## config.mk

```make
export PLATFORM = sky130hd
export DESIGN_NAME = dacc_ctrl
export DESIGN_NICKNAME = d
export VERILOG_FILES = /design/src/hw/dacc_pkg.sv /design/src/hw/dacc_status_if.sv /design/src/hw/dacc_sync.sv /design/src/hw/dacc_ctrl.sv
export VERILOG_INCLUDE_DIRS = /design/src /design/src/hw
export SDC_FILE = /design/constraint.sdc
export NUM_CORES = 1
export LEC_CHECK = 0
export ABC_AREA = 1
export BUFFER_PORTS_ARGS = -buffer_cell sky130_fd_sc_hd__buf_2
export CORE_ASPECT_RATIO = 1.5
export CORE_UTILIZATION = 48
export CTS_CLUSTER_SIZE = 20
export DETAILED_ROUTE_END_ITERATION = 6
export PLACE_DENSITY = 0.74
export SETUP_SLACK_MARGIN = 0.15
export SYNTH_ARGS = -nofsm -noshare
export SYNTH_HDL_FRONTEND = slang
export SYNTH_HIERARCHICAL = 1
export SYNTH_SLANG_ARGS = --single-unit
```

## constraint.sdc

```tcl
create_clock -name clk -period 1 [get_ports clk]
set_clock_uncertainty 0.05 [all_clocks]
set_input_delay 0.05 -clock clk [delete_from_list [all_inputs] [get_ports clk]]
set_output_delay 0.05 -clock clk [all_outputs]
set_load 0.01 [all_outputs]
```

## src/hw/dacc_regs.svh

```systemverilog
`ifndef DACC_REGS_SVH
`define DACC_REGS_SVH
// Register addresses (byte-wide register space of the control port)
`define DACC_ADDR_SOUND 8'h10
`define DACC_ADDR_VOLUME 8'h11
`define DACC_ADDR_MUX 8'h40
`define DACC_ADDR_RESTORE 8'h7f
`define DACC_ADDR_INTERP 8'h18
`define DACC_ADDR_INPUT 8'h38
`define DACC_ADDR_IRQ_STAT 8'h50
`define DACC_ADDR_IRQ_MASK 8'h51
// Field positions
`define DACC_SOUND_MUTE 0
`define DACC_SOUND_DE_LO 1
`define DACC_SOUND_DE_HI 2
`define DACC_MUX_PLLRST 0
`define DACC_MUX_LLMUTE 1
`define DACC_VOL_HI 5
`define DACC_VOL_LO 0
`define DACC_INTERP_MUTE 0
`define DACC_IN_ACC_LO 0
`define DACC_IN_ACC_HI 1
`define DACC_IN_PRE 3
`define DACC_IN_NONPCM 5
`define DACC_IN_ASF_LO 6
`define DACC_IN_ASF_HI 7
`define DACC_IN_SPDLOCK 8
`define DACC_IN_PLLLOCK 10
// Reset values
`define DACC_RST_DEEMPH 2'h0
`define DACC_RST_MUTE 1'h1
`define DACC_RST_VOLUME 6'h00
`define DACC_RST_LLMUTE 1'h1
`define DACC_RST_PLLRST 1'h0
`define DACC_RDATA_IDLE 16'h0000
// Volume codes
`define DACC_VOL_ZERO_MAX 6'h01
`define DACC_VOL_LAST 6'h3d
`define DACC_VOL_SILENT 6'h3f
`define DACC_ATTEN_SILENT 7'h7f
`define DACC_ATTEN_ZERO 7'h00
`define DACC_ATTEN_STEP 7'h01
// Interrupt event bits
`define DACC_EV_PLL_LOSS 0
`define DACC_EV_SPD_LOSS 1
`define DACC_EV_RATE 2
`define DACC_EV_NONPCM 3
`define DACC_EV_NUM 4
`endif

```

## src/hw/dacc_pkg.sv

```systemverilog
package dacc_pkg;
	typedef enum logic [1:0] {
		DACC_DE_OFF,
		DACC_DE_32K,
		DACC_DE_44K1,
		DACC_DE_48K
	} dacc_deemph_t;
	typedef enum logic [1:0] {
		DACC_FS_44K1,
		DACC_FS_UNDEF,
		DACC_FS_48K,
		DACC_FS_32K
	} dacc_rate_t;
	typedef enum logic [1:0] {
		DACC_ACC_LEVEL2,
		DACC_ACC_LEVEL1,
		DACC_ACC_LEVEL3,
		DACC_ACC_UNDEF
	} dacc_accuracy_t;
endpackage

```

## src/hw/dacc_status_if.sv

```systemverilog
`timescale 1ns/10ps
// Synchronised decoder status passed from the input stage to the register bank
interface dacc_status_if;
	logic pll_lock;
	logic iec_input_lock_flag;
	logic non_pcm;
	logic pre_emph;
	logic [1:0] rate;
	logic [1:0] accuracy;
	modport src (output pll_lock, iec_input_lock_flag, non_pcm, pre_emph, rate, accuracy);
	modport dst (input pll_lock, iec_input_lock_flag, non_pcm, pre_emph, rate, accuracy);
endinterface

```

## src/hw/dacc_sync.sv

```systemverilog
`timescale 1ns/10ps
// Three-stage synchroniser for decoder status; a change is taken once stages two and three agree
module dacc_sync (
	input wire logic clk,
	input wire logic rst,
	input wire logic pll_lock_in,
	input wire logic dec_lock_in,
	input wire logic non_pcm_in,
	input wire logic pre_emph_in,
	input wire logic [1:0] rate_in,
	input wire logic [1:0] accuracy_in,
	dacc_status_if.src st
);
	localparam int W = 8;
	logic [W-1:0] raw;
	logic [W-1:0] s1;
	logic [W-1:0] s2;
	logic [W-1:0] s3;
	logic [W-1:0] held;

	assign raw = {accuracy_in, rate_in, pre_emph_in, non_pcm_in, dec_lock_in, pll_lock_in};

	// Three flops per bit; the first stage feeds only the second
	always_ff @(posedge clk) begin
		if (rst) begin
			s1 <= '0;
			s2 <= '0;
			s3 <= '0;
		end else begin
			s1 <= raw;
			s2 <= s1;
			s3 <= s2;
		end
	end

	// Accept a new value per bit only when the last two stages agree
	genvar i;
	generate
		for (i = 0; i < W; i++) begin : g_bit
			always_ff @(posedge clk) begin
				if (rst) begin
					held[i] <= 1'b0;
				end else if (s2[i] == s3[i]) begin
					held[i] <= s3[i];
				end
			end
		end
	endgenerate

	assign st.pll_lock = held[0];
	// Input lock counts only with PCM data present
	assign st.iec_input_lock_flag = held[1] & ~held[2];
	assign st.non_pcm = held[2];
	assign st.pre_emph = held[3];
	assign st.rate = held[5:4];
	assign st.accuracy = held[7:6];
endmodule

```

## src/hw/dacc_ctrl.sv

```systemverilog
`timescale 1ns/10ps
`include "dacc_regs.svh"
module dacc_ctrl
	import dacc_pkg::*;
(
	input wire logic clk,
	input wire logic rst,
	input wire logic [7:0] addr,
	input wire logic [15:0] wdata,
	input wire logic wr,
	input wire logic rd,
	output logic [15:0] rdata,
	input wire logic pll_lock_in,
	input wire logic dec_lock_in,
	input wire logic non_pcm_in,
	input wire logic pre_emph_in,
	input wire logic [1:0] rate_in,
	input wire logic [1:0] accuracy_in,
	output logic [1:0] deemph_select,
	output logic deemph_enable,
	output logic [6:0] atten_db,
	output logic soft_mute,
	output logic hard_mute,
	output logic pll_reset,
	output logic irq
);
	dacc_status_if st ();

	logic [1:0] deemph_sel_reg;
	logic soft_mute_enable;
	logic [5:0] volume_code;
	logic lock_loss_mute_enable;
	logic pll_reset_req;
	logic [`DACC_EV_NUM-1:0] irq_stat;
	logic [`DACC_EV_NUM-1:0] irq_mask;
	logic [`DACC_EV_NUM-1:0] events;
	logic prev_pll_lock;
	logic prev_iec_input_lock_flag;
	logic prev_non_pcm;
	logic [1:0] prev_rate;
	logic mute_status_flag;
	logic [6:0] next_atten;
	logic next_hard_mute;
	logic [15:0] next_rdata;
	logic restore;
	logic wr_sound;
	logic wr_volume;
	logic wr_mux;
	logic wr_stat;
	logic wr_mask;
	logic [15:0] input_word;

	dacc_sync u_sync (
		.clk(clk),
		.rst(rst),
		.pll_lock_in(pll_lock_in),
		.dec_lock_in(dec_lock_in),
		.non_pcm_in(non_pcm_in),
		.pre_emph_in(pre_emph_in),
		.rate_in(rate_in),
		.accuracy_in(accuracy_in),
		.st(st)
	);

	// Address match used by every write decode
	function automatic logic hit(input logic [7:0] a, input logic [7:0] ref_addr);
		hit = (a == ref_addr);
	endfunction

	// Codes past the last step are silent; 62 is undefined and muted on purpose
	function automatic logic vol_silent(input logic [5:0] code);
		vol_silent = (code > `DACC_VOL_LAST);
	endfunction

	// Write to the restore address; data is ignored
	assign restore = wr && hit(addr, `DACC_ADDR_RESTORE);

	// Write decode per register, shared by the storage processes below
	assign wr_sound = wr && hit(addr, `DACC_ADDR_SOUND);
	assign wr_volume = wr && hit(addr, `DACC_ADDR_VOLUME);
	assign wr_mux = wr && hit(addr, `DACC_ADDR_MUX);
	assign wr_stat = wr && hit(addr, `DACC_ADDR_IRQ_STAT);
	assign wr_mask = wr && hit(addr, `DACC_ADDR_IRQ_MASK);

	// De-emphasis selection; restore brings back the filter-off default
	always_ff @(posedge clk) begin
		if (rst || restore) begin
			deemph_sel_reg <= `DACC_RST_DEEMPH;
		end else if (wr_sound) begin
			deemph_sel_reg <= wdata[`DACC_SOUND_DE_HI:`DACC_SOUND_DE_LO];
		end
	end

	// Soft mute enable; set out of reset so nothing plays before the host sets up
	always_ff @(posedge clk) begin
		if (rst || restore) begin
			soft_mute_enable <= `DACC_RST_MUTE;
		end else if (wr_sound) begin
			soft_mute_enable <= wdata[`DACC_SOUND_MUTE];
		end
	end

	// Volume register
	always_ff @(posedge clk) begin
		if (rst || restore) begin
			volume_code <= `DACC_RST_VOLUME;
		end else if (wr_volume) begin
			volume_code <= wdata[`DACC_VOL_HI:`DACC_VOL_LO];
		end
	end

	// Lock-loss mute enable; reserved bits above are not stored, so a stray one is harmless
	always_ff @(posedge clk) begin
		if (rst || restore) begin
			lock_loss_mute_enable <= `DACC_RST_LLMUTE;
		end else if (wr_mux) begin
			lock_loss_mute_enable <= wdata[`DACC_MUX_LLMUTE];
		end
	end

	// PLL reset request; restore clears it, as it resets every setting except the interrupt mask
	always_ff @(posedge clk) begin
		if (rst || restore) begin
			pll_reset_req <= `DACC_RST_PLLRST;
		end else if (wr_mux) begin
			pll_reset_req <= wdata[`DACC_MUX_PLLRST];
		end
	end

	// Volume code to attenuation in dB; 127 stands for full silence
	always_comb begin
		if (volume_code <= `DACC_VOL_ZERO_MAX) begin
			next_atten = `DACC_ATTEN_ZERO;
		end else if (volume_code <= `DACC_VOL_LAST) begin
			next_atten = {1'b0, volume_code} - `DACC_ATTEN_STEP;
		end else if (volume_code == `DACC_VOL_SILENT) begin
			next_atten = `DACC_ATTEN_SILENT;
		end else begin
			// Code 62 is not defined; silence is the safe choice
			next_atten = `DACC_ATTEN_SILENT;
		end
	end

	// Lock loss mutes only while the enable is set
	assign next_hard_mute = lock_loss_mute_enable && !st.pll_lock;

	// De-emphasis code to the filter, registered like every output
	always_ff @(posedge clk) begin
		if (rst) begin
			deemph_select <= `DACC_RST_DEEMPH;
		end else begin
			deemph_select <= deemph_sel_reg;
		end
	end

	// Filter enable; code 00 means no de-emphasis at all
	always_ff @(posedge clk) begin
		if (rst) begin
			deemph_enable <= 1'b0;
		end else begin
			deemph_enable <= (deemph_sel_reg != DACC_DE_OFF);
		end
	end

	// Attenuation shared by both channels
	always_ff @(posedge clk) begin
		if (rst) begin
			atten_db <= `DACC_ATTEN_ZERO;
		end else begin
			atten_db <= next_atten;
		end
	end

	// Soft mute to the interpolator
	always_ff @(posedge clk) begin
		if (rst) begin
			soft_mute <= `DACC_RST_MUTE;
		end else begin
			soft_mute <= soft_mute_enable;
		end
	end

	// Hard mute; one flop after the synchroniser, so it trails lock loss by a cycle
	always_ff @(posedge clk) begin
		if (rst) begin
			hard_mute <= 1'b0;
		end else begin
			hard_mute <= next_hard_mute;
		end
	end

	// PLL reset to the clock regenerator
	always_ff @(posedge clk) begin
		if (rst) begin
			pll_reset <= `DACC_RST_PLLRST;
		end else begin
			pll_reset <= pll_reset_req;
		end
	end

	// Interpolator is muting on soft mute, hard mute or silent volume
	always_ff @(posedge clk) begin
		if (rst) begin
			mute_status_flag <= `DACC_RST_MUTE;
		end else begin
			mute_status_flag <= soft_mute_enable || next_hard_mute
				|| vol_silent(volume_code);
		end
	end

	// Previous lock levels for the loss events
	always_ff @(posedge clk) begin
		if (rst) begin
			prev_pll_lock <= 1'b0;
			prev_iec_input_lock_flag <= 1'b0;
		end else begin
			prev_pll_lock <= st.pll_lock;
			prev_iec_input_lock_flag <= st.iec_input_lock_flag;
		end
	end

	// Previous stream content; reset matches the synchroniser, so no false event follows
	always_ff @(posedge clk) begin
		if (rst) begin
			prev_non_pcm <= 1'b0;
			prev_rate <= 2'h0;
		end else begin
			prev_non_pcm <= st.non_pcm;
			prev_rate <= st.rate;
		end
	end

	// One-cycle event pulses from the synchronised status
	always_comb begin
		events = '0;
		events[`DACC_EV_PLL_LOSS] = prev_pll_lock && !st.pll_lock;
		events[`DACC_EV_SPD_LOSS] = prev_iec_input_lock_flag && !st.iec_input_lock_flag;
		events[`DACC_EV_RATE] = (prev_rate != st.rate);
		events[`DACC_EV_NONPCM] = !prev_non_pcm && st.non_pcm;
	end

	// Sticky status per event, write one to clear; a new event wins over the clear
	genvar e;
	generate
		for (e = 0; e < `DACC_EV_NUM; e++) begin : g_stat
			always_ff @(posedge clk) begin
				if (rst) begin
					irq_stat[e] <= 1'b0;
				end else if (events[e]) begin
					irq_stat[e] <= 1'b1;
				end else if (wr_stat && wdata[e]) begin
					irq_stat[e] <= 1'b0;
				end
			end
		end
	endgenerate

	// Mask is not touched by restore: it is not a sound setting
	always_ff @(posedge clk) begin
		if (rst) begin
			irq_mask <= '0;
		end else if (wr_mask) begin
			irq_mask <= wdata[`DACC_EV_NUM-1:0];
		end
	end

	// Level interrupt; stays high until software clears or masks the cause
	always_ff @(posedge clk) begin
		if (rst) begin
			irq <= 1'b0;
		end else begin
			irq <= |(irq_stat & irq_mask);
		end
	end

	// Live decoder status word; nothing is latched, so a read shows the present state
	always_comb begin
		input_word = `DACC_RDATA_IDLE;
		input_word[`DACC_IN_PLLLOCK] = st.pll_lock;
		input_word[`DACC_IN_SPDLOCK] = st.iec_input_lock_flag;
		input_word[`DACC_IN_ASF_HI:`DACC_IN_ASF_LO] = st.rate;
		input_word[`DACC_IN_NONPCM] = st.non_pcm;
		input_word[`DACC_IN_PRE] = st.pre_emph;
		input_word[`DACC_IN_ACC_HI:`DACC_IN_ACC_LO] = st.accuracy;
	end

	// Read mux; status fields are sampled at the read itself
	always_comb begin
		next_rdata = `DACC_RDATA_IDLE;
		case (addr)
			`DACC_ADDR_SOUND: begin
				next_rdata[`DACC_SOUND_DE_HI:`DACC_SOUND_DE_LO] = deemph_sel_reg;
				next_rdata[`DACC_SOUND_MUTE] = soft_mute_enable;
			end
			`DACC_ADDR_VOLUME: begin
				next_rdata[`DACC_VOL_HI:`DACC_VOL_LO] = volume_code;
			end
			`DACC_ADDR_MUX: begin
				next_rdata[`DACC_MUX_LLMUTE] = lock_loss_mute_enable;
				next_rdata[`DACC_MUX_PLLRST] = pll_reset_req;
			end
			`DACC_ADDR_INTERP: begin
				next_rdata[`DACC_INTERP_MUTE] = mute_status_flag;
			end
			`DACC_ADDR_INPUT: begin
				next_rdata = input_word;
			end
			`DACC_ADDR_IRQ_STAT: begin
				next_rdata[`DACC_EV_NUM-1:0] = irq_stat;
			end
			`DACC_ADDR_IRQ_MASK: begin
				next_rdata[`DACC_EV_NUM-1:0] = irq_mask;
			end
			default: begin
				next_rdata = `DACC_RDATA_IDLE;
			end
		endcase
	end

	// Read data stands only in the cycle after the strobe
	always_ff @(posedge clk) begin
		if (rst) begin
			rdata <= `DACC_RDATA_IDLE;
		end else if (rd) begin
			rdata <= next_rdata;
		end else begin
			rdata <= `DACC_RDATA_IDLE;
		end
	end
endmodule

```

Word-level counts from Yosys, hierarchy flattened:

Index checks and enable logic that the tools add are counted.

* bits in registers: 87
* logic and storage cells: 104
* input bits: 36
* output and inout bits: 30

* muxes and demuxes: 14
* reductions and logical operators: 29
* order comparisons: 3
* add/sub/neg operators: 1
* bitwise logic cells: 5
* equal/unequal tests: 17

Operators with widths (count)
* == test 8 x 7 -> 1 bit (second input constant): 4
* == test 8 x 5 -> 1 bit (second input constant): 3
* logical AND 1 bit: 14
* nonzero test 2 bit: 5
* == test 1 bit: 8
* == test 8 x 6 -> 1 bit (second input constant): 1
* 2-to-1 mux 1 bit: 8
* one-hot mux 1 bit (4 select lines): 2
* 2-to-1 mux 7 bit: 1
* one-hot mux 1 bit (7 select lines): 1
* subtractor 6 x 1 -> 7 bit (second input constant): 1
* greater-than comparator 6 bit (second input constant): 1
* <= comparator 6 x 1 -> 1 bit (second input constant): 1
* <= comparator 6 bit (second input constant): 1
* one-hot mux 1 bit (6 select lines): 1
* bitwise AND 4 bit: 1
* one-hot mux 2 bit (2 select lines): 1
* OR reduction 2 bit: 2
* OR reduction 4 bit: 1
* logical NOT 1 bit: 3
* logical OR 1 bit: 3
* inverter 1 bit: 3
* OR reduction 3 bit: 1
* inequality test 2 bit: 1
* bitwise AND 1 bit: 1

Logic depth before layout (Yosys ltp):

Gate-level depths: netlist of run 1.

* depth after elaboration: 5
* depth in mapped cells: 10
* gate-level depth less buffers: 10

Hierarchy:

The synthesis of run 1 kept the hierarchy.

By module, submodules not included
* dacc_ctrl: instances 1, cells each 294, area an instance 2149.6 um^2
* dacc_sync: instances 1, cells each 114, area an instance 1008.5 um^2

Least setup slack after synthesis of run 1:

Ideal clock, no wire load.

* path kind: register -> register
* start: register volume_code[0]
* end: register atten_db[4]
* slack: -0.146 ns
* period minus slack after synthesis: 1.146 ns
* arrival: 0.966 ns
* setup time: 0.129 ns
* data required time: 0.821 ns
* buffers on the path: 0
* cell stages (with the launch flop): 7
* path through: dfxtp_1 inv_1 ha_1 nand2_1 nor2_1 xor2_1 nor2_1

* cells in the longest elaborated chain, start to end: 2

Ends and longest elaborated chain
* start, declared: line dacc_ctrl.sv:31 `logic [5:0] volume_code;`
* start signal, assigned: line dacc_ctrl.sv:106 `` volume_code <= `DACC_RST_VOLUME; ``
* start signal, assigned: line dacc_ctrl.sv:108 `` volume_code <= wdata[`DACC_VOL_HI:`DACC_VOL_LO]; ``
* subtractor 6 x 1 -> 7 bit (no source line), or another cell as far along
* 2-to-1 mux 7 bit or OR reduction 2 bit (tied branches)
* end signal, assigned: line dacc_ctrl.sv:168 `` atten_db <= `DACC_ATTEN_ZERO; ``
* end signal, assigned: line dacc_ctrl.sv:170 `atten_db <= next_atten;`
* end, declared: line dacc_ctrl.sv:21 `output logic [6:0] atten_db,`

Parallel ways exist; a longest one is shown, timed or not.
A chain may end at the register's enable or synchronous reset.

Final worst setup path of run 1:

* start: register volume_code[1]
* end: register atten_db[1]

Same word-level chain as after synthesis.

==> results of run 1 <==
[cell usage in the layout (no fill, tap or decap), types with 9 or more instances in the layout]
| cell | instances |
|---|---|
| nor2_1 | 79 |
| dfxtp_1 | 56 |
| nand2_1 | 54 |
| inv_1 | 42 |
| buf_2 | 34 |
| buf_4 | 30 |
| a21oi_1 | 23 |
| dfxtp_2 | 21 |
| buf_6 | 20 |
| dlygate4sd3_1 | 14 |
| inv_2 | 13 |
| nand3_1 | 13 |
| nor2_4 | 10 |
| o21ai_1 | 10 |
| clkbuf_8 | 10 |
| nand2_2 | 9 |
[cells by family (layout without fill, tap and decap cells)]
logic type,count (synthesis),after routing,synth area share [%]
AOI/OAI and AO/OA,55,55,9.63
xor gates and xnor gates,3,3,0.832
adders and majority gates,2,2,0.792
buffers and inverters,81,181,11.7
DFF,81,81,51.3
other,1,6,0.119
and+or+nand+nor,185,185,25.6
[per-layer routing]
| metal | global-route usage [%] | vias up |
|---|---|---|
| li1 | - | 1439 |
| met1 | 21.6 | 1299 |
| met2 | 43.1 | 75 |
| met3 | 7.88 | 22 |
| met4 | 12.8 | 0 |
| met5 | 0 | - |
[metrics by stage]
step	setup TNS, ps	setup slack, ps
final	-1120	-160
after global routing	-1550	-218
after CTS	-1040	-145
after detailed placement	-5210	-275
after global placement	-4500	-248
after floorplan	-364	-66.6
[timing repair]
item                                    in CTS  in global routing
endpoints found under the setup margin      39                 53
setup buffers                                4                  5
pin swaps                                   18                 11
gates cloned                                 0                  0
endpoints found under the hold margin       26                  2
resized for setup                           37                 47
[worst min-delay path, delay by kind of cell]
| family | cells | cell delay [ps] |
|---|---|---|
| simple gates | 2 | 170 |
| buf+inv | 1 | 110 |
[cell type report]
cell class / count / area (um2)
sequential: 81 / 1660
inverter: 65 / 292
timing repair buffer: 100 / 781
clock inverter: 6 / 114
fill: 476 / 1800
multi-input combinational: 251 / 1380
tap: 74 / 92.6
clock buffer: 10 / 138
[worst paths after layout]
kind                       start           end  slack, ps  cells past startpoint
setup / recovery  volume_code[1]   atten_db[1]       -160                      5
hold reg to reg     u_sync/s1[6]  u_sync/s2[6]        350                      2
setup reg to reg  volume_code[1]   atten_db[1]       -160                      5
hold / removal                rd      rdata[4]        -30                      3
[power by group]
| group | internal [W] | switching [W] |
|---|---|---|
| Clock | 0.00174 | 0.00118 |
| Sequential | 0.00326 | 0.0000201 |
| Combinational | 0.000178 | 0.000243 |
| Total | 0.00517 | 0.00144 |
==> impl_metrics.toml, run 1 <==
[floorplan]
rows = 35
core_area_um2 = 6260
boundaryPins = 66
die_w_um = 68.2
die_y_um = 101
die_area_um2 = 6910
start_util_pct = 50.4

[routing]
met3_length_um = 317
drc = 0
met2_length_mm = 4.15
wl_met1_mm = 2.80
vias = 2835
wl_per_cell_um = 12.8
antenna_left = 0
drt-pass1-iter-count = 4
vias_per_cell = 4.83
totalWireLength_mm = 7.51
highest_layer = "met4"
initialDrtViolationCount = 133

[cts]
cts_hold_buf = 15
numCtsBuffers = 9
cts_root_buf = "clkbuf_8"
cts_buffer_depth = 2
clk_latency_ps = 360
cts_max_level = 3
clk_pin_slew_ps = 90
cts_tree = "done"
cts_sinks = 81

[synthesis]
synth.distinct_cells = 32
ys.flop_type = "dfxtp_1"
synth_edf_count = 0
syn_inst = 408
yosysTopAreaCell = "dfxtp_1"
ys_seq_elements = 81
synthArstFlopShare_pct = 0
synth_common_cells = "nor2_1 (87), dfxtp_1 (81), nand2_1 (64)"
yosysWarnings = 6
yosysMostFrequentCell = "nor2_1"
syn_area_um2 = 3160
netlist.area_leader.share_pct = 51.3
synthTopCellsByArea = "dfxtp_1 (51%), nor2_1 (10%), nand2_1 (7.6%)"
synth.avg_cell_area_um2 = 7.74
ys_seq_area_share_pct = 51.3

[power_and_ir_drop]
finalPower_w = 0.00662
irDropWorstVdd_mv = 1.01
p_leak_nw = 2.05
power.density_nw_per_um2 = 1480

[setup_path]
crit_type = "reg -> reg"
cp_cell_sequence = "inv_4, ha_4, nor2_2, nand4_1, a21oi_1"
crit_arrival_ps = 1390
startpoint_type = "register"
cp_slowest_stage_delay_ps = 370
cpLargestDelayFamily = "flip-flops"
worstPathMaxFanout = 4
worst-path-buf-inv = 1
required_ps = 1230
crit_path_top_delay_cell = "dfxtp_4"
end_kind = "register"

[min_path]
hp-class = "in -> reg"

[sta]
holdWs_ps = -34.5
drv_slew = 0
setup_viol = 9
finalHoldViolCount = 2
min_period_over_period_pct = 116
grt_setup_unrepaired = "yes"
setup_slack_ps = -160
fmax_mhz = 862
post-route-min-period_ps = 1160

[layout]
final_util_pct = 71.2
area.growth.synth_to_final_pct = 41.2
final_area_um2 = 4460
instances_no_fill = 587
num_antenna_cells = 0
final_nets = 546
top_register = "rdata"
drive_above_1_share_pct = 38.4
largest_register_ffs = 10

[place]
port_buffers = 49
gp_congestion = 0.866
placed_area_um2 = 3720
dpl.cell_count = 547
hpwl_mm = 5.12

[global_routing]
grt_max_degree = 24
track_usage_pct = 23.4
antenna_found_initial = 0
grt_pass1_vias = 2707
grt_pass1_wl_mm = 11.8
gr-total-overflow = 0

[status]
violations = "negative hold slack, negative setup slack"
status = "finished, violations left"

[flow_run]
drv_cap = 0
(Power assumes the default switching activity.)
==> run 2, diff against run 1 <==
- CORE_UTILIZATION: 48 -> 40
- PLACE_DENSITY: 0.74 -> 0.64
==> run 2 against run 1 <==
  * The run ends with negative setup slack left
  * Flip-flop and latch count is the same
  * Die area grew 19%
  * Count of clock-buffer cells in the layout grew 2
  * Design area grew 2.7%
  * Power grew 2.7%
  * Critical path type unchanged
  * Highest routed layer unchanged
==> impl_metrics.toml, run 2 (synthesis gave the netlist of run 1 again) <==
[sta]
min_period_over_period_pct = 125
grt_setup_unrepaired = "yes"
fmax_mhz = 803
finalHoldViolCount = 0
post-route-min-period_ps = 1250
setup_viol = 11
setup_slack_ps = -246
drv_slew = 0

[layout]
top_register = "rdata"
largest_register_ffs = 10
num_antenna_cells = 0
final_nets = 546
area.growth.synth_to_final_pct = 45.0
final_area_um2 = 4580
layout_commonest_cell = "nor2_1"
most-common-layout-cells = "nor2_1 (74), dfxtp_1 (58), nand2_1 (56), inv_1 (43), buf_4 (34)"
drive_above_1_share_pct = 39.0
final_util_pct = 60.2

[min_path]
holdPathStages = 5
worstHoldStart = "rd"
hp-class = "in -> reg"
min_to = "rdata[2]"

[flow_run]
drv_cap = 0

[cts]
cts_root_buf = "clkbuf_16"
cts_tree = "done"
cts_buffer_depth = 2
numCtsBuffers = 9
cts_max_level = 3
clk_pin_slew_ps = 60
cts_sinks = 81
clk_latency_ps = 330

[setup_path]
r2r_cells = 7
crit_arrival_ps = 1410
cp_cell_sequence = "nor2_2, nand2_1, inv_2, a21oi_2, o21ai_2, buf_6, a21oi_1"
cp_slowest_stage_delay_ps = 360
required_ps = 1170
r2r_end = "atten_db[0]"
r2r_start = "volume_code[2]"
crit_type = "reg -> reg"
worstSetupStartpoint = "volume_code[2]"
cpLargestDelayFamily = "flip-flops"
rrSetupSlack_ps = -250
end_kind = "register"
crit_path_top_delay_cell = "dfxtp_4"
worstPathMaxFanout = 7
worst-path-buf-inv = 2
startpoint_type = "register"

[floorplan]
core_area_um2 = 7610
die_area_um2 = 8260
die_w_um = 74.6
rows = 39
boundaryPins = 66
die_y_um = 111
start_util_pct = 41.5

[routing]
drc = 0
initialDrtViolationCount = 95
vias_per_cell = 4.57
antenna_left = 0
wl_per_cell_um = 12.8
vias = 2812
totalWireLength_mm = 7.90
drt-pass1-iter-count = 4

[power_and_ir_drop]
seqPwrFrac_pct = 48.3
irDropWorstVdd_mv = 1.29
power.density_nw_per_um2 = 1480
p_int_w = 0.00527
p_switching_w = 0.00152
swShare_pct = 22.4
combinationalPowerShare_pct = 6.5
p_leak_nw = 2.04
p_clk_share_pct = 45.2

[global_routing]
gr-total-overflow = 0
grt_pass1_wl_mm = 12.1
grt_max_degree = 43
antenna_found_initial = 0
grt_pass1_vias = 2747
track_usage_pct = 19.8

[place]
port_buffers = 49
gp_congestion = 0.855
placed_area_um2 = 3750
dp_slack_ps = -259
hpwl_mm = 5.39

[status]
violations = "negative setup slack"
status = "finished, violations left"
## run 2: cell types whose count changed in the layout (fill, tap and decap cells not counted), sizes merged
cell / before / now
bufinv: 3 / 0
clkbuf: 11 / 12
clkinv: 1 / 2
dlymetal6s4s: 1 / 0
buf: 84 / 86
## run 2: worst max path at each step
stage / slack, ps / cells past startpoint / end
floorplan: -70 / 6 / atten_db[4]
global placement: -270 / 7 / rdata[5]
detailed placement: -260 / 7 / rdata[5]
CTS: -190 / 5 / mute_status_flag
global route: -290 / 7 / atten_db[0]
finish: -250 / 7 / atten_db[0]
## run 2: power groups by stage
stage | clock network [W] | logic [W] | registers, W
after detailed placement | 0 | 0.000363 | 0.00336
after CTS | 0.00316 | 0.000409 | 0.00328
after global placement | 0 | 0.000357 | 0.00336
final | 0.00307 | 0.000441 | 0.00328
after floorplan | 0 | 0.000223 | 0.00336
after global routing | 0.00333 | 0.000486 | 0.00329
## run 2: repair_timing
item	CTS	global route
hold buffers	14	0
pin swaps	11	14
setup buffers	3	10
resized for setup	36	62
hold endpoints to repair	17	0
setup endpoints to repair	40	54
## run 2: layer usage
metal	part of all wire, %	vias to the layer above	track usage, %
met5	0	-	0
met4	4.8	0	10.3
met3	4.0	29	5.36
met2	55	78	36.6
met1	36	1268	18.9
li1	-	1437	-
## run 2: cell type report
class | count | area [um2]
fillers | 716 | 3030
flip-flops and latches | 81 | 1660
multi-input cells | 251 | 1420
repair buffers | 100 | 790
inverters | 65 | 302
clock buffers | 12 | 256
well taps | 102 | 128
clock inverters | 4 | 26.3
## run 2: worst min-delay path, delay by kind of cell
family | cells | cell delay, ps
buffers and inverters | 2 | 160
AND/OR/NAND/NOR | 3 | 200
## run 2: through the flow
stage	setup TNS [ps]	power, W	std cells	hold slack (ps)
floorplan	-364	0.00358	413	107
CTS	-1300	0.00685	605	59.9
detailed placement	-5660	0.00373	572	207
finish	-1980	0.00679	615	78.8
global route	-2430	0.00710	615	79.6
global placement	-5020	0.00372	572	197
==> run 3, diff against run 2 <==
- CORE_ASPECT_RATIO: 1.5 -> not set
==> run 3 against run 2 <==
  * The flow finishes with violations (negative hold slack, negative setup slack)
  * Critical path depth is 2 lower
  * Combinational power is 8.8% lower
  * Cell count is 0.33% lower
  * First-iteration DRC count is 49% higher
  * Sequential power hardly changed
  * Design area is 4.8% lower
  * Flip-flop and latch count stayed put
  * Global-route usage is 2.2 points lower
  * Clock power is 20% lower
  * Sequential share of layout area is 1.7 points higher
  * Fmax is 1.5% higher
  * Largest cell class unchanged
==> impl_metrics.toml, run 3 (synthesis gave the netlist of run 1 again) <==
[setup_path]
end_kind = "register"
worstPathMaxFanout = 4
crit_arrival_ps = 1460
required_ps = 1230
crit_type = "reg -> reg"
startpoint_type = "register"

[routing]
initialDrtViolationCount = 142
drt-pass1-iter-count = 4
vias = 2755
highest_layer = "met4"
drc = 0
wl_per_cell_um = 11.3
wl_met1_mm = 3.00
met3_length_um = 277
antenna_left = 0
totalWireLength_mm = 6.94
vias_per_cell = 4.49
met2_length_mm = 3.61

[cts]
cts_root_buf = "clkbuf_8"
clk_pin_slew_ps = 90
cts_sinks = 81
numCtsBuffers = 9
cts_hold_buf = 15
cts_tree = "done"
cts_buffer_depth = 2
clk_latency_ps = 350
cts_max_level = 3

[power_and_ir_drop]
power.density_nw_per_um2 = 1410
p_leak_nw = 1.98
irDropWorstVdd_mv = 1.06

[global_routing]
grt_max_degree = 25
track_usage_pct = 17.7
antenna_found_initial = 0
grt_pass1_wl_mm = 11.4
gr-total-overflow = 0
grt_pass1_vias = 2553

[layout]
largest_register_ffs = 10
final_nets = 544
seq_area_um2 = 1660
fillers = 721
top_register = "rdata"
most-common-layout-cells = "nor2_1 (79), dfxtp_1 (59), nand2_1 (55), inv_1 (42), buf_2 (41)"
drive_above_1_share_pct = 38.0
area.growth.synth_to_final_pct = 38.1
num_antenna_cells = 0
layout_commonest_cell = "nor2_1"
final_area_um2 = 4360
final_util_pct = 56.7
multi_input_area_um2 = 1360

[place]
gp_congestion = 0.855
hpwl_mm = 4.90
port_buffers = 49
dp_slack_ps = -215
placed_area_um2 = 3760

[sta]
drv_slew = 0
setup_slack_ps = -227
finalHoldViolCount = 3
min_period_over_period_pct = 123
tns_ps = -1480
grt_setup_unrepaired = "yes"
holdWs_ps = -27.0
fmax_mhz = 815
post-route-min-period_ps = 1230
setup_viol = 10

[flow_run]
drv_cap = 0

[status]
violations = "negative hold slack, negative setup slack"
status = "finished, violations left"

[min_path]
hp-class = "in -> reg"

[floorplan]
rows = 32
die_w_um = 90.9
boundaryPins = 66
die_area_um2 = 8250
die_y_um = 90.9
start_util_pct = 41.1
core_area_um2 = 7690
## run 3: repair_timing
| item | in CTS | in global routing |
|---|---|---|
| cloned | 0 | 0 |
| hold endpoints to repair | 30 | 3 |
| setup endpoints to repair | 40 | 53 |
| pin swaps | 20 | 20 |
| setup buffers | 3 | 4 |
| resized for setup | 38 | 32 |
## run 3: final timing paths
path,startpoint,to,slack [ps],depth (start not counted)
worst max register to register,volume_code[0],atten_db[1],-230,5
worst min-delay path,rd,rdata[4],-30,3
worst max-delay path,volume_code[0],atten_db[1],-230,5
worst min register to register,u_sync/s1[1],u_sync/s2[1],350,2
## run 3: critical path, cell delays in order, from the launching register on
cell and delay, ps:
dfxtp_4 390, inv_4 50, ha_4 170, nor2_4 90, nand4_1 210, a21oi_1 200
## run 3: area by class of cell
type | instances | area share [%]
Inverter | 65 | 6.68
Sequential cell | 81 | 38.0
Clock buffer | 9 | 2.84
Timing Repair Buffer | 98 | 16.5
Clock inverter | 7 | 1.92
Tap cell | 102 | 2.93
Multi-Input combinational cell | 251 | 31.2
## run 3: where the power goes
| group | switching [W] | total [W] | internal [W] | leakage, nW |
|---|---|---|---|---|
| combinational | 0.000231 | 0.000402 | 0.000171 | 1.21 |
| sequential | 0.0000192 | 0.00328 | 0.00326 | 0.669 |
| clock | 0.00127 | 0.00247 | 0.00120 | 0.102 |
| total | 0.00152 | 0.00615 | 0.00463 | 1.98 |
## run 3: routing by layer
layer  GRT usage (%)  vias to the layer above
li1                -                     1436
met1            19.6                     1248
met2            32.5                       65
met3            4.55                        6
met4            5.95                        0
met5               0                        -
## run 3: through the flow
step                      total power (W)  hold WS, ps  cells
after global routing              0.00643        -35.6    613
final                             0.00615        -27.0    613
after detailed placement          0.00371          206    575
after CTS                         0.00622        -56.1    609
after floorplan                   0.00358          107    413
after global placement            0.00371          199    575
